===== src/rtl/node_cfg_map.svh =====
// register numbers, field positions, reset values and counts of the node configuration block
`ifndef NODE_CFG_MAP_SVH
`define NODE_CFG_MAP_SVH
// ----------------------------------------------------------------
// register numbers
// ----------------------------------------------------------------
`define REG_NODE_ID 8'h05
`define REG_REF_DIV 8'h08
`define REG_SCAN_ID 8'h09
`define REG_USER_CODE 8'h0A
`define REG_DIR_LOW 8'h0C
`define REG_DIR_HIGH 8'h0D
`define REG_SPARE_A 8'h10
`define REG_SPARE_B 8'h11
`define REG_DEBUG_ORIGIN 8'h1F
`define REG_SYS_LINK_FIRST 8'h20
`define REG_SYS_LINK_LAST 8'h28
`define REG_PROC_LINK_FIRST 8'h40
`define REG_PROC_LINK_LAST 8'h47
// ----------------------------------------------------------------
// link table geometry
// ----------------------------------------------------------------
`define NUM_LINKS 17
`define PROC_IDX_BASE 8'h09
`define LINK_IDX_W 5
`define LINK_CFG_W 6
// ----------------------------------------------------------------
// field positions
// ----------------------------------------------------------------
`define F_KIND_HI 25
`define F_KIND_LO 24
`define F_DEST_HI 23
`define F_DEST_LO 16
`define F_DIR_HI 11
`define F_DIR_LO 8
`define F_NET_HI 5
`define F_NET_LO 4
`define F_JUNK 2
`define F_DST_BUSY 1
`define F_SRC_BUSY 0
`define F_OTP_LO 18
`define F_DBG_SPARE 4
`define F_SPARE_HI 1
`define F_HALF_HI 15
`define NIBBLE_W 4
// ----------------------------------------------------------------
// reset values
// ----------------------------------------------------------------
`define REF_DIV_RESET 16'h0003
`define ZERO_WORD 32'h0000_0000
`endif


===== src/rtl/node_cfg_pkg.sv =====
// types shared by the node configuration block
package node_cfg_pkg;
    typedef logic [7:0] regnum_t;
    typedef logic [31:0] word_t;
    typedef logic [15:0] node_id_t;
    typedef logic [3:0] dir_t;
    typedef logic [4:0] link_idx_t;
    typedef enum logic {CFG_IDLE, CFG_FETCH} cfg_state_e;
endpackage


===== src/rtl/link_state_mem.sv =====
// small register file holding direction and network of every link
`timescale 1ns/100ps
`include "node_cfg_map.svh"
module link_state_mem (
    // clock and reset
    input wire logic mclk,
    input wire logic rst_n,
    // write port
    input wire logic wr_en,
    input wire logic [`LINK_IDX_W-1:0] wr_addr,
    input wire logic [`LINK_CFG_W-1:0] wr_data,
    // read port
    input wire logic [`LINK_IDX_W-1:0] rd_addr,
    output logic [`LINK_CFG_W-1:0] rd_data
);
    logic [`LINK_CFG_W-1:0] mem_reg [`NUM_LINKS];

    // reset clears every entry so direction and network start at zero
    always_ff @(posedge mclk or negedge rst_n)
    begin
        if (!rst_n)
        begin
            for (int i = 0; i < `NUM_LINKS; i++)
            begin
                mem_reg[i] <= '0;
            end
        end
        else if (wr_en && (int'(wr_addr) < `NUM_LINKS))
        begin
            mem_reg[wr_addr] <= wr_data;
        end
    end

    always_ff @(posedge mclk or negedge rst_n)
    begin
        if (!rst_n)
        begin
            rd_data <= '0;
        end
        else if (int'(rd_addr) < `NUM_LINKS)
        begin
            rd_data <= mem_reg[rd_addr];
        end
        else
        begin
            rd_data <= '0;
        end
    end
endmodule


===== src/rtl/switch_node_routing_config.sv =====
// configuration registers, link status and routing decision of a switch node
//
// Notes on behaviour
// - route each packet by its highest identifier bit differing from this node
// - low table: eight 4-bit directions for bits 7..0, dimension 0 lowest, reset zero
// - high table: eight writable 4-bit directions for bits 15..8, reset zero
// - writable 16-bit reference divider in bits 15:0, reset 3, upper bits reserved
// - user code readout: programmed code in 31:18, fixable id in 17:0
// - debug origin: bit 0 processor zero, bit 1 processor one, latest event
// - link status bits 25:24 report source target kind
// - bits 23:16 show destination link number while the link is in use
// - system link direction field bits 11:8, writable, reset zero
// - network number bits 5:4 writable on every link, reset zero
// - bit 2 set while the current packet is junk and discarded
// - bit 1 destination side in use, bit 0 source side in use
// - system link registers 0x20 to 0x28
// - processor link registers 0x40 to 0x47, no direction field
// - own node identifier writable in bits 15:0, reset zero
// - registers reached only by numbered configuration reads and writes
`timescale 1ns/100ps
`include "node_cfg_map.svh"
module switch_node_routing_config #(
    // identity value is arbitrary
    parameter logic [31:0] SCAN_ID_CODE = 32'h0000_1001
) (
    // clock and reset
    input wire logic mclk,
    input wire logic rst_n,
    // configuration access
    input wire logic cfg_req,
    input wire logic cfg_write,
    input wire node_cfg_pkg::regnum_t cfg_regnum,
    input wire node_cfg_pkg::word_t cfg_wdata,
    output node_cfg_pkg::word_t cfg_rdata,
    output logic cfg_ack,
    // identity straps
    input wire logic [13:0] otp_user_code,
    input wire logic [17:0] metal_id_code,
    // debug events
    input wire logic debug_event,
    input wire logic debug_from_zero,
    input wire logic debug_from_one,
    // routing decision
    input wire logic route_req,
    input wire node_cfg_pkg::node_id_t route_dest,
    output logic route_valid,
    output node_cfg_pkg::dir_t route_dir,
    output logic route_local,
    // link status from the fabric
    input wire logic [`NUM_LINKS-1:0] link_src_busy,
    input wire logic [`NUM_LINKS-1:0] link_dst_busy,
    input wire logic [`NUM_LINKS-1:0] link_junk,
    input wire logic [`NUM_LINKS-1:0][1:0] link_src_kind,
    input wire logic [`NUM_LINKS-1:0][7:0] link_dest_num,
    // reference clock enable
    output logic ref_tick
);
    import node_cfg_pkg::*;

    // ----------------------------------------------------------------
    // helpers
    // ----------------------------------------------------------------
    function automatic logic is_proc(input regnum_t n);
        return (n >= `REG_PROC_LINK_FIRST) && (n <= `REG_PROC_LINK_LAST);
    endfunction

    function automatic logic link_hit(input regnum_t n);
        return is_proc(n) || ((n >= `REG_SYS_LINK_FIRST) && (n <= `REG_SYS_LINK_LAST));
    endfunction

    function automatic link_idx_t link_index(input regnum_t n);
        if (is_proc(n))
        begin
            return link_idx_t'(n - `REG_PROC_LINK_FIRST + `PROC_IDX_BASE);
        end
        return link_idx_t'(n - `REG_SYS_LINK_FIRST);
    endfunction

    function automatic dir_t top_mismatch(input node_id_t diff);
        dir_t r;
        r = '0;
        for (int i = 0; i < 16; i++)
        begin
            if (diff[i])
            begin
                r = dir_t'(i);
            end
        end
        return r;
    endfunction

    // ----------------------------------------------------------------
    // state
    // ----------------------------------------------------------------
    cfg_state_e state_reg;
    regnum_t req_num_reg;
    logic req_wr_reg;
    link_idx_t req_idx_reg;
    node_id_t node_id_reg;
    logic [15:0] ref_div_reg;
    logic [15:0] ref_cnt_reg;
    word_t dir_low_reg;
    word_t dir_high_reg;
    logic [1:0] spare_a_reg;
    logic [1:0] spare_b_reg;
    logic [1:0] debug_origin_reg;
    logic debug_spare_reg;
    logic [31:0] strap_meta_reg;
    logic [31:0] user_code_reg;
    logic take;
    logic wr_take;
    logic mem_we;
    logic [`LINK_CFG_W-1:0] mem_wdata;
    logic [`LINK_CFG_W-1:0] mem_rdata;
    word_t rd_word;
    node_id_t diff;

    // only a request seen while idle is taken; others are ignored
    assign take = cfg_req && (state_reg == CFG_IDLE);
    assign wr_take = take && cfg_write;

    // ----------------------------------------------------------------
    // request sequencing
    // ----------------------------------------------------------------
    always_ff @(posedge mclk or negedge rst_n)
    begin
        if (!rst_n)
        begin
            state_reg <= CFG_IDLE;
            req_num_reg <= '0;
            req_wr_reg <= 1'b0;
            req_idx_reg <= '0;
        end
        else
        begin
            case (state_reg)
                CFG_IDLE:
                begin
                    if (cfg_req)
                    begin
                        state_reg <= CFG_FETCH;
                        req_num_reg <= cfg_regnum;
                        req_wr_reg <= cfg_write;
                        req_idx_reg <= link_index(cfg_regnum);
                    end
                end
                CFG_FETCH:
                begin
                    state_reg <= CFG_IDLE;
                end
                default:
                begin
                    state_reg <= CFG_IDLE;
                end
            endcase
        end
    end

    // the link table answers one cycle late, so every access is answered two cycles on
    always_ff @(posedge mclk or negedge rst_n)
    begin
        if (!rst_n)
        begin
            cfg_ack <= 1'b0;
            cfg_rdata <= `ZERO_WORD;
        end
        else
        begin
            cfg_ack <= (state_reg == CFG_FETCH);
            if (state_reg == CFG_FETCH)
            begin
                cfg_rdata <= req_wr_reg ? `ZERO_WORD : rd_word;
            end
        end
    end

    // ----------------------------------------------------------------
    // plain registers
    // ----------------------------------------------------------------
    always_ff @(posedge mclk or negedge rst_n)
    begin
        if (!rst_n)
        begin
            node_id_reg <= '0;
            ref_div_reg <= `REF_DIV_RESET;
            dir_low_reg <= `ZERO_WORD;
            dir_high_reg <= `ZERO_WORD;
            spare_a_reg <= '0;
            spare_b_reg <= '0;
        end
        else if (wr_take)
        begin
            case (cfg_regnum)
                `REG_NODE_ID: node_id_reg <= cfg_wdata[`F_HALF_HI:0];
                `REG_REF_DIV: ref_div_reg <= cfg_wdata[`F_HALF_HI:0];
                `REG_DIR_LOW: dir_low_reg <= cfg_wdata;
                `REG_DIR_HIGH: dir_high_reg <= cfg_wdata;
                `REG_SPARE_A: spare_a_reg <= cfg_wdata[`F_SPARE_HI:0];
                `REG_SPARE_B: spare_b_reg <= cfg_wdata[`F_SPARE_HI:0];
                default:
                begin
                end
            endcase
        end
    end

    // a debug event in the same cycle as a software write wins
    always_ff @(posedge mclk or negedge rst_n)
    begin
        if (!rst_n)
        begin
            debug_origin_reg <= '0;
            debug_spare_reg <= 1'b0;
        end
        else
        begin
            if (debug_event)
            begin
                debug_origin_reg <= {debug_from_one, debug_from_zero};
            end
            else if (wr_take && (cfg_regnum == `REG_DEBUG_ORIGIN))
            begin
                debug_origin_reg <= cfg_wdata[`F_DST_BUSY:0];
            end
            if (wr_take && (cfg_regnum == `REG_DEBUG_ORIGIN))
            begin
                debug_spare_reg <= cfg_wdata[`F_DBG_SPARE];
            end
        end
    end

    // straps come from outside this clock, so they pass two flops
    always_ff @(posedge mclk or negedge rst_n)
    begin
        if (!rst_n)
        begin
            strap_meta_reg <= `ZERO_WORD;
            user_code_reg <= `ZERO_WORD;
        end
        else
        begin
            strap_meta_reg <= {otp_user_code, metal_id_code};
            user_code_reg <= strap_meta_reg;
        end
    end

    // ----------------------------------------------------------------
    // reference clock divider
    // ----------------------------------------------------------------
    // one tick every divider+1 cycles; a new divider is compared from the cycle after the write
    always_ff @(posedge mclk or negedge rst_n)
    begin
        if (!rst_n)
        begin
            ref_cnt_reg <= '0;
            ref_tick <= 1'b0;
        end
        else if (ref_cnt_reg >= ref_div_reg)
        begin
            ref_cnt_reg <= '0;
            ref_tick <= 1'b1;
        end
        else
        begin
            ref_cnt_reg <= ref_cnt_reg + 16'h0001;
            ref_tick <= 1'b0;
        end
    end

    // ----------------------------------------------------------------
    // link table
    // ----------------------------------------------------------------
    assign mem_we = wr_take && link_hit(cfg_regnum);
    // processor links have no direction, so a zero is stored there
    assign mem_wdata = {is_proc(cfg_regnum) ? 4'h0 : cfg_wdata[`F_DIR_HI:`F_DIR_LO],
                        cfg_wdata[`F_NET_HI:`F_NET_LO]};

    link_state_mem u_link_mem (
        .mclk(mclk),
        .rst_n(rst_n),
        .wr_en(mem_we),
        .wr_addr(link_index(cfg_regnum)),
        .wr_data(mem_wdata),
        .rd_addr(link_index(cfg_regnum)),
        .rd_data(mem_rdata)
    );

    // ----------------------------------------------------------------
    // read composition
    // ----------------------------------------------------------------
    always_comb
    begin
        rd_word = `ZERO_WORD;
        if (link_hit(req_num_reg))
        begin
            rd_word[`F_KIND_HI:`F_KIND_LO] = link_src_kind[req_idx_reg];
            if (link_src_busy[req_idx_reg] || link_dst_busy[req_idx_reg])
            begin
                rd_word[`F_DEST_HI:`F_DEST_LO] = link_dest_num[req_idx_reg];
            end
            if (!is_proc(req_num_reg))
            begin
                rd_word[`F_DIR_HI:`F_DIR_LO] = mem_rdata[`LINK_CFG_W-1:2];
            end
            rd_word[`F_NET_HI:`F_NET_LO] = mem_rdata[1:0];
            rd_word[`F_JUNK] = link_junk[req_idx_reg];
            rd_word[`F_DST_BUSY] = link_dst_busy[req_idx_reg];
            rd_word[`F_SRC_BUSY] = link_src_busy[req_idx_reg];
        end
        else
        begin
            case (req_num_reg)
                `REG_NODE_ID: rd_word[`F_HALF_HI:0] = node_id_reg;
                `REG_REF_DIV: rd_word[`F_HALF_HI:0] = ref_div_reg;
                `REG_SCAN_ID: rd_word = SCAN_ID_CODE;
                `REG_USER_CODE: rd_word = user_code_reg;
                `REG_DIR_LOW: rd_word = dir_low_reg;
                `REG_DIR_HIGH: rd_word = dir_high_reg;
                `REG_SPARE_A: rd_word[`F_SPARE_HI:0] = spare_a_reg;
                `REG_SPARE_B: rd_word[`F_SPARE_HI:0] = spare_b_reg;
                `REG_DEBUG_ORIGIN:
                begin
                    rd_word[`F_DBG_SPARE] = debug_spare_reg;
                    rd_word[`F_DST_BUSY:0] = debug_origin_reg;
                end
                default: rd_word = `ZERO_WORD;
            endcase
        end
    end

    // ----------------------------------------------------------------
    // routing decision
    // ----------------------------------------------------------------
    assign diff = route_dest ^ node_id_reg;

    always_ff @(posedge mclk or negedge rst_n)
    begin
        if (!rst_n)
        begin
            route_valid <= 1'b0;
            route_dir <= '0;
            route_local <= 1'b0;
        end
        else
        begin
            route_valid <= route_req;
            if (route_req)
            begin
                route_local <= (diff == 16'h0000);
                route_dir <= dir_t'({dir_high_reg, dir_low_reg} >>
                             (`NIBBLE_W * top_mismatch(diff)));
            end
        end
    end
endmodule


===== config.mk =====
export PLATFORM = sky130hd
export DESIGN_NAME = switch_node_routing_config
export DESIGN_NICKNAME = d
export VERILOG_FILES = /design/src/rtl/node_cfg_pkg.sv /design/src/rtl/link_state_mem.sv /design/src/rtl/switch_node_routing_config.sv
export VERILOG_INCLUDE_DIRS = /design/src /design/src/rtl
export SDC_FILE = /design/constraint.sdc
export NUM_CORES = 1
export LEC_CHECK = 0
export ABC_AREA = 1
export BUFFER_PORTS_ARGS = -buffer_cell sky130_fd_sc_hd__buf_2
export CAP_MARGIN = 20
export CORE_MARGIN = 3
export CORE_UTILIZATION = 35
export DETAILED_ROUTE_END_ITERATION = 7
export PLACE_DENSITY = 0.62
export SLEW_MARGIN = 20
export SYNTH_ARGS = -nofsm -noshare
export SYNTH_HDL_FRONTEND = slang
export SYNTH_SLANG_ARGS = --single-unit

===== constraint.sdc =====
create_clock -name mclk -period 3.9 [get_ports mclk]
set_input_delay 1.17 -clock mclk [delete_from_list [all_inputs] [get_ports mclk]]
set_output_delay 1.17 -clock mclk [all_outputs]
set_load 0.01 [all_outputs]

# After elaboration in Yosys (flattened, before gate mapping)
# Index checks and enable logic that the tools add are counted.
dict set report op_classes {
  bitwise_logic 3
  magnitude_cmp 13
  addsub 4
  mux 62
  n_shift 1
  n_div 0
  n_eq_ne 16
  n_reduce_logical 22
  multipliers 0
}
# cell n
set ops {}
lappend ops {{bitwise mux 102 bit} 1}
lappend ops {{2-to-1 mux 4 bit} 19}
lappend ops {{case mux 11 bit (6 select lines)} 1}
lappend ops {{== test 8 x 4 -> 1 bit (second input constant)} 8}
lappend ops {{>> shifter 64 x 6 -> 4 bit} 1}
lappend ops {{== test 8 x 5 -> 1 bit (second input constant)} 6}
lappend ops {{case mux 16 bit (3 select lines)} 1}
lappend ops {{binary-select mux 8 bit (select 5 bit)} 1}
lappend ops {{2-to-1 mux 32 bit} 1}
lappend ops {{binary-select mux 6 bit (select 5 bit)} 1}
lappend ops {{demux 6 bit (select 5 bit)} 1}
lappend ops {{2-to-1 mux 6 bit} 5}
lappend ops {{case mux 2 bit (9 select lines)} 1}
lappend ops {{adder 16 x 1 -> 16 bit (second input constant)} 1}
lappend ops {{== test 8 x 3 -> 1 bit (second input constant)} 2}
lappend ops {{>= comparator 16 bit} 1}
lappend ops {{>= comparator 8 x 6 -> 1 bit (second input constant)} 2}
lappend ops {{>= comparator 8 x 7 -> 1 bit (second input constant)} 2}
lappend ops {{<= comparator 8 x 6 -> 1 bit (second input constant)} 2}
lappend ops {{<= comparator 8 x 7 -> 1 bit (second input constant)} 2}
lappend ops {{zero test 16 bit} 1}
lappend ops {{2-to-1 mux 16 bit} 1}
lappend ops {{2-to-1 mux 8 bit} 2}
lappend ops {{bitwise XOR 16 bit} 1}
lappend ops {{22 further kinds} 57}
dict set report word_totals {
  latchBits 0
  mem_count 0
  mem_bits_rw 0
  mem_bits_ro 0
  in_bits 317
  ff_bits 346
}

# Longest topological paths before layout
dict set report logic_depth {
  word_depth 18
  depth_mapped 25
  ltp_nobuf 24
}

# Cells and area by module
# A second synthesis with hierarchy kept.
dict set report unflattened {
  cells_unflattened 2428
  hier_area_um2 18462.7
}
# mod instances cells_each area_each_um2
set by_module_without_submodules {}
lappend by_module_without_submodules {switch_node_routing_config 1 1631 12823.5}
lappend by_module_without_submodules {link_state_mem 1 797 5639.2}

# Least setup slack after synthesis
# Ideal clock, no wire load.
dict set report synth_path {
  path_kind {input-to-reg}
  start {input port cfg_regnum[5]}
  end {register u_link_mem.mem_reg[73] (netlist bit)}
  path_slack_ps 891
  setup_ps 131
  stages 15
  required_ps 3769
  arrival_ps 2878
  path_cell_list {nor2_1 -> nand4_2 -> buf_6 -> nor2_8 -> xor2_4 -> inv_2 -> nor3_4 -> inv_2 -> nand2_4 -> nand2_4 -> nor2_4 -> nand2_2 -> buf_6 -> nand2_1 -> o21ai_1}
}
dict set report synth_via {
  elab_chain_cells 10
  word_cells_on_any_way 19
  classes_between {order compare: 7; mux: 5; bitwise: 1; reduce/logical: 6}
}
# element line
set synth_lines {}
lappend synth_lines {{start, declared} switch_node_routing_config.sv:32} ;# input wire node_cfg_pkg::regnum_t cfg_regnum,
lappend synth_lines {{>= comparator 8 x 7 -> 1 bit (no source line) / <= comparator 8 x 7 -> 1 bit (equally long branches)} --}
lappend synth_lines {{logical AND 1 bit} switch_node_routing_config.sv:64} ;# return (n >= `REG_PROC_LINK_FIRST) && (n <= `REG_PROC_LINK_LAST);
lappend synth_lines {{2-to-1 mux 1 bit} switch_node_routing_config.sv:72} ;# if (is_proc(n))
lappend synth_lines {{2-to-1 mux 5 bit} switch_node_routing_config.sv:76} ;# return link_idx_t'(n - `REG_SYS_LINK_FIRST);
lappend synth_lines {{NOT 5 -> 6 bit (not written as such)} link_state_mem.sv:30} ;# mem_reg[wr_addr] <= wr_data;
lappend synth_lines {{>= comparator 6 bit (not written as such) / less-than comparator 6 x 1 -> 1 bit (equally long branches)} link_state_mem.sv:30}
lappend synth_lines {{logical AND 1 bit (not written as such)} link_state_mem.sv:30}
lappend synth_lines {{2-to-1 mux 6 bit (not written as such)} link_state_mem.sv:30}
lappend synth_lines {{demux 6 bit (select 5 bit)} link_state_mem.sv:30}
lappend synth_lines {{bitwise mux 102 bit} link_state_mem.sv:30}
lappend synth_lines {{end signal, assigned by index} link_state_mem.sv:30}
lappend synth_lines {{end, declared} link_state_mem.sv:16} ;# logic [`LINK_CFG_W-1:0] mem_reg [`NUM_LINKS];
# Parallel ways exist; a longest one is shown, timed or not.
# A chain may end at the register's enable or synchronous reset.

# Final worst setup path
dict set report layout_path {
  start {register req_idx_reg[2]}
  end {register cfg_rdata[22]}
}
dict set report layout_via {
  elab_chain_cells 6
  word_cells_on_any_way 10
  classes_between {mux: 9; reduce/logical: 1}
}
# element line
set layout_lines {}
lappend layout_lines {{start, declared} switch_node_routing_config.sv:98} ;# link_idx_t req_idx_reg;
lappend layout_lines {{start signal, assigned} switch_node_routing_config.sv:144} ;# req_idx_reg <= link_index(cfg_regnum);
lappend layout_lines {{binary-select mux 1 bit (select 5 bit)} switch_node_routing_config.sv:297} ;# if (link_src_busy[req_idx_reg] || link_dst_busy[req_idx_reg])
lappend layout_lines {{2-to-1 mux 1 bit (not written as such)} switch_node_routing_config.sv:297}
lappend layout_lines {{logical OR 1 bit} switch_node_routing_config.sv:297}
lappend layout_lines {{2-to-1 mux 8 bit (*)} switch_node_routing_config.sv:297}
lappend layout_lines {{2-to-1 mux 10 bit (*)} switch_node_routing_config.sv:294} ;# if (link_hit(req_num_reg))
lappend layout_lines {{2-to-1 mux 32 bit (*)} switch_node_routing_config.sv:172} ;# cfg_rdata <= req_wr_reg ? `ZERO_WORD : rd_word;
lappend layout_lines {{end signal, assigned} switch_node_routing_config.sv:165} ;# cfg_rdata <= `ZERO_WORD;
lappend layout_lines {{end signal, assigned} switch_node_routing_config.sv:172}
lappend layout_lines {{end, declared} switch_node_routing_config.sv:34} ;# output node_cfg_pkg::word_t cfg_rdata,
# Mark *: on every way between the ends. The rest lies on a longest branch, timed or not. The select of a mux whose other input is x is not followed.

==> summary.md <==
| Metric | Value |
|---|---|
| Status | finished clean |
| Net Count, Synth | 2464 |
| Yosys reg bits | 346 |
| CP Class | flip-flop to flip-flop |
| R2R Setup Slk | 0.76 ns |
| Share of cells above drive strength 1 | 20.5% |
| Period utilization | 80.4% |
| Wire length per cell | 20.5 um |
| Netlist cell types | 54 |
| Tmin final | 3.14 ns |
| Hold path start | strap_meta_reg[1] |
| Power Dens Cells | 431 nW/um^2 |
| Root buf cell | clkbuf_16 |
| Commonest cells after routing, fill and taps aside | nand2_1, buf_2, dfrtp_1 |
| Antenna viol nets, final | 0 |
| Fmax | 0.319 GHz |
| Slew @ Worst Pin | 0.928 ns |
| DRC | 0 |
| Vias | 16590 |
| Fin. max-slew vios | 0 |
| Hold endpoint | user_code_reg[1] |
| Vias/cell | 5.28 |
| RSZ-0062 raised after global routing | false |
| First DRT Iteration DRCs | 1539 |
| Lkg Pwr | 10.3 nW |
| Hold Crit Class | flip-flop to flip-flop |
| Die area | 52200 sq um |
| Vias in the first global route | 16535 |
| Post-synthesis average cell area | 8.14 sq um |
| Total Routing Usage GR | 24.2% |
| Clock Tree Buf Depth | 3 |
| Largest net degree at the start of global routing | 107 |
| GPL Wtd Cong | 0.947 |
| Final Hold Fails | 0 |
| Max-cap violations | 0 |
| Worst r2r src | req_idx_reg[2] |
| Relative slew slack | 38.1% |
| Final Power | 9.15 mW |
| Area Growth Syn to Fin | 22.6% |
| Die width | 228 um |
| Skew-Pair Late Insertion Delay | 0.57 ns |
| Resize count post-CTS | 0 |
| Sink Count | 346 |
| Core Rows | 80 |
| Post-Route WL | 64300 um |
| Register area share after synthesis | 50.0% |
| Critical Path Fanout Max | 14 |
| Die H | 228 um |
| DR pass1 iterations | 6 |
| Peak VDD IR | 0.246 mV |
| WP data arrival | 3.57 ns |
| Setup crit start kind | flip-flop |
| Final nets | 2791 |
| Post-Synthesis Cells | 2127 |
| I/O Pins | 357 |
| CTS H-tree lvls | 2 |
| Clock transition at the registers of the reported paths | 0.06 ns |
| Core Area | 48300 sq um |
| Ys flop type | dfrtp_1 |
| Final setup TNS | 0 ns |
| Finish-stage setup viols | 0 |
| PortBufs | 356 |
| Post-synth ARST share | 100% |
| Syn Std Cell Area | 17300 sq um |
| Synth warn | 0 |
| First-pass GRT wire length | 98500 um |
| Commonest non-fill, non-tap cell in the layout | nand2_1 |
| Antenna violations before repair | 4 |
| WHS Path Cells | 0 |
| Crit. End Element | flip-flop |
| Post-CTS setup buffer count | 0 |
| CTS tree | done |
| Hold_buf cts | 0 |
| Reg2reg end | cfg_rdata[22] |
| Data required time of the worst path | 4.33 ns |
| Post-detail-place hpwl | 48900 um |
| Total CTS buffers | 39 |
| Largest register FFs | 102 |
| Initial Util | 35.8% |
| Layout Skew | 0.0289 ns |
| Worst-case reg-to-reg path depth | 9 |
| GR Overflow Total | 0 |
| Number of flops mapped to enable cells by yosys | 0 |
==> report_power, final <==
part / switching, mW / leakage (nW) / internal (mW) / total, mW
Clock: 1.55 / 0.668 / 2.41 / 3.96
Combinational: 0.882 / 5.04 / 0.471 / 1.35
Sequential: 0.124 / 4.60 / 3.71 / 3.84
==> area by class of cell <==
cell class | count | area, sq um
fill | 4859 | 27100
clock inverter | 20 | 285
tap | 656 | 821
antenna | 3 | 7.51
clock buffer | 52 | 1110
inverter | 238 | 893
multi-input combinational | 1432 | 7290
sequential | 346 | 8660
timing repair buffer | 397 | 2160
==> per-stage QoR <==
| step | instance area [sq um] | utilization, % | std cells | worst slack (ns) | hold slack (ns) |
|---|---|---|---|---|---|
| after floorplan | 17300 | - | 2127 | 0.891 | 0.331 |
| after global placement | 19800 | 41.0 | 3069 | 0.367 | 0.335 |
| after detailed placement | 19800 | 41.0 | 3069 | 0.297 | 0.335 |
| after CTS | 21200 | 43.9 | 3141 | 0.774 | 0.348 |
| after global routing | 21200 | 43.9 | 3143 | 0.523 | 0.354 |
| final | 21200 | 43.9 | 3144 | 0.764 | 0.347 |
==> worst max-delay path: stages, from the launching register on <==
cell and delay, ns:
dfrtp_1 0.67, inv_1 0.28, nor2_1 0.61, o221ai_1 0.40, nand4_1 0.25, nand2_1 0.18
nor2_1 0.21, o21ai_0 0.12, o2111ai_1 0.22, nand2_1 0.09
==> synthesized netlist by cell type, types with 8 or more instances <==
library cell,count,area (sq um)
buf_1,10,37.5
nand2_1,477,1790
buf_6,9,101
o21ai_1,60,300
nor2_1,121,454
o21ai_0,286,1430
nand3_1,120,601
a211oi_1,8,60.1
inv_1,227,852
a21oi_1,81,405
nand4_1,15,93.8
inv_2,8,30.0
a22o_1,8,70.1
clkbuf_1,87,327
o211ai_1,8,60.1
nand2_2,11,68.8
xnor2_1,8,70.1
o22ai_1,81,507
ha_1,20,250
xor2_1,8,70.1
nor3b_1,8,60.1
dfrtp_1,344,8610
a221oi_1,13,114
o221ai_1,17,149
nor3_1,17,85.1
==> routing by layer <==
metal  up-vias  routed length, um  GRT usage, %  share of wire, %
met2       659              30600          40.4                48
met3       108               4410          4.72               6.9
met4         2               1980          7.72               3.1
met5         -                  9             0             0.014
li1       7826                  -             -                 -
met1      7995              27400          31.6                43
==> how the worst max path moves through the flow <==
stage	from	cells past startpoint	end
6_report	req_idx_reg[2]	9	cfg_rdata[22]
5_1_grt	req_num_reg[1]	10	cfg_rdata[25]
4_1_cts	req_idx_reg[2]	9	cfg_rdata[22]
3_5_place_dp	cfg_regnum[3]	14	u_link_mem.mem_reg[25]
3_3_place_gp	cfg_regnum[5]	15	u_link_mem.mem_reg[25]
2_1_floorplan	cfg_regnum[5]	15	u_link_mem.mem_reg[73]
==> cell families after synthesis <==
| family | Yosys count | synth area share, % |
|---|---|---|
| simple gates | 786 | 19.3 |
| flops | 346 | 50.0 |
| fa+ha+maj | 20 | 1.45 |
| compound gates | 609 | 20.3 |
| buf+inv | 349 | 7.99 |
| xor+xnor | 17 | 0.968 |
Power figures use the tool's default switching activity.
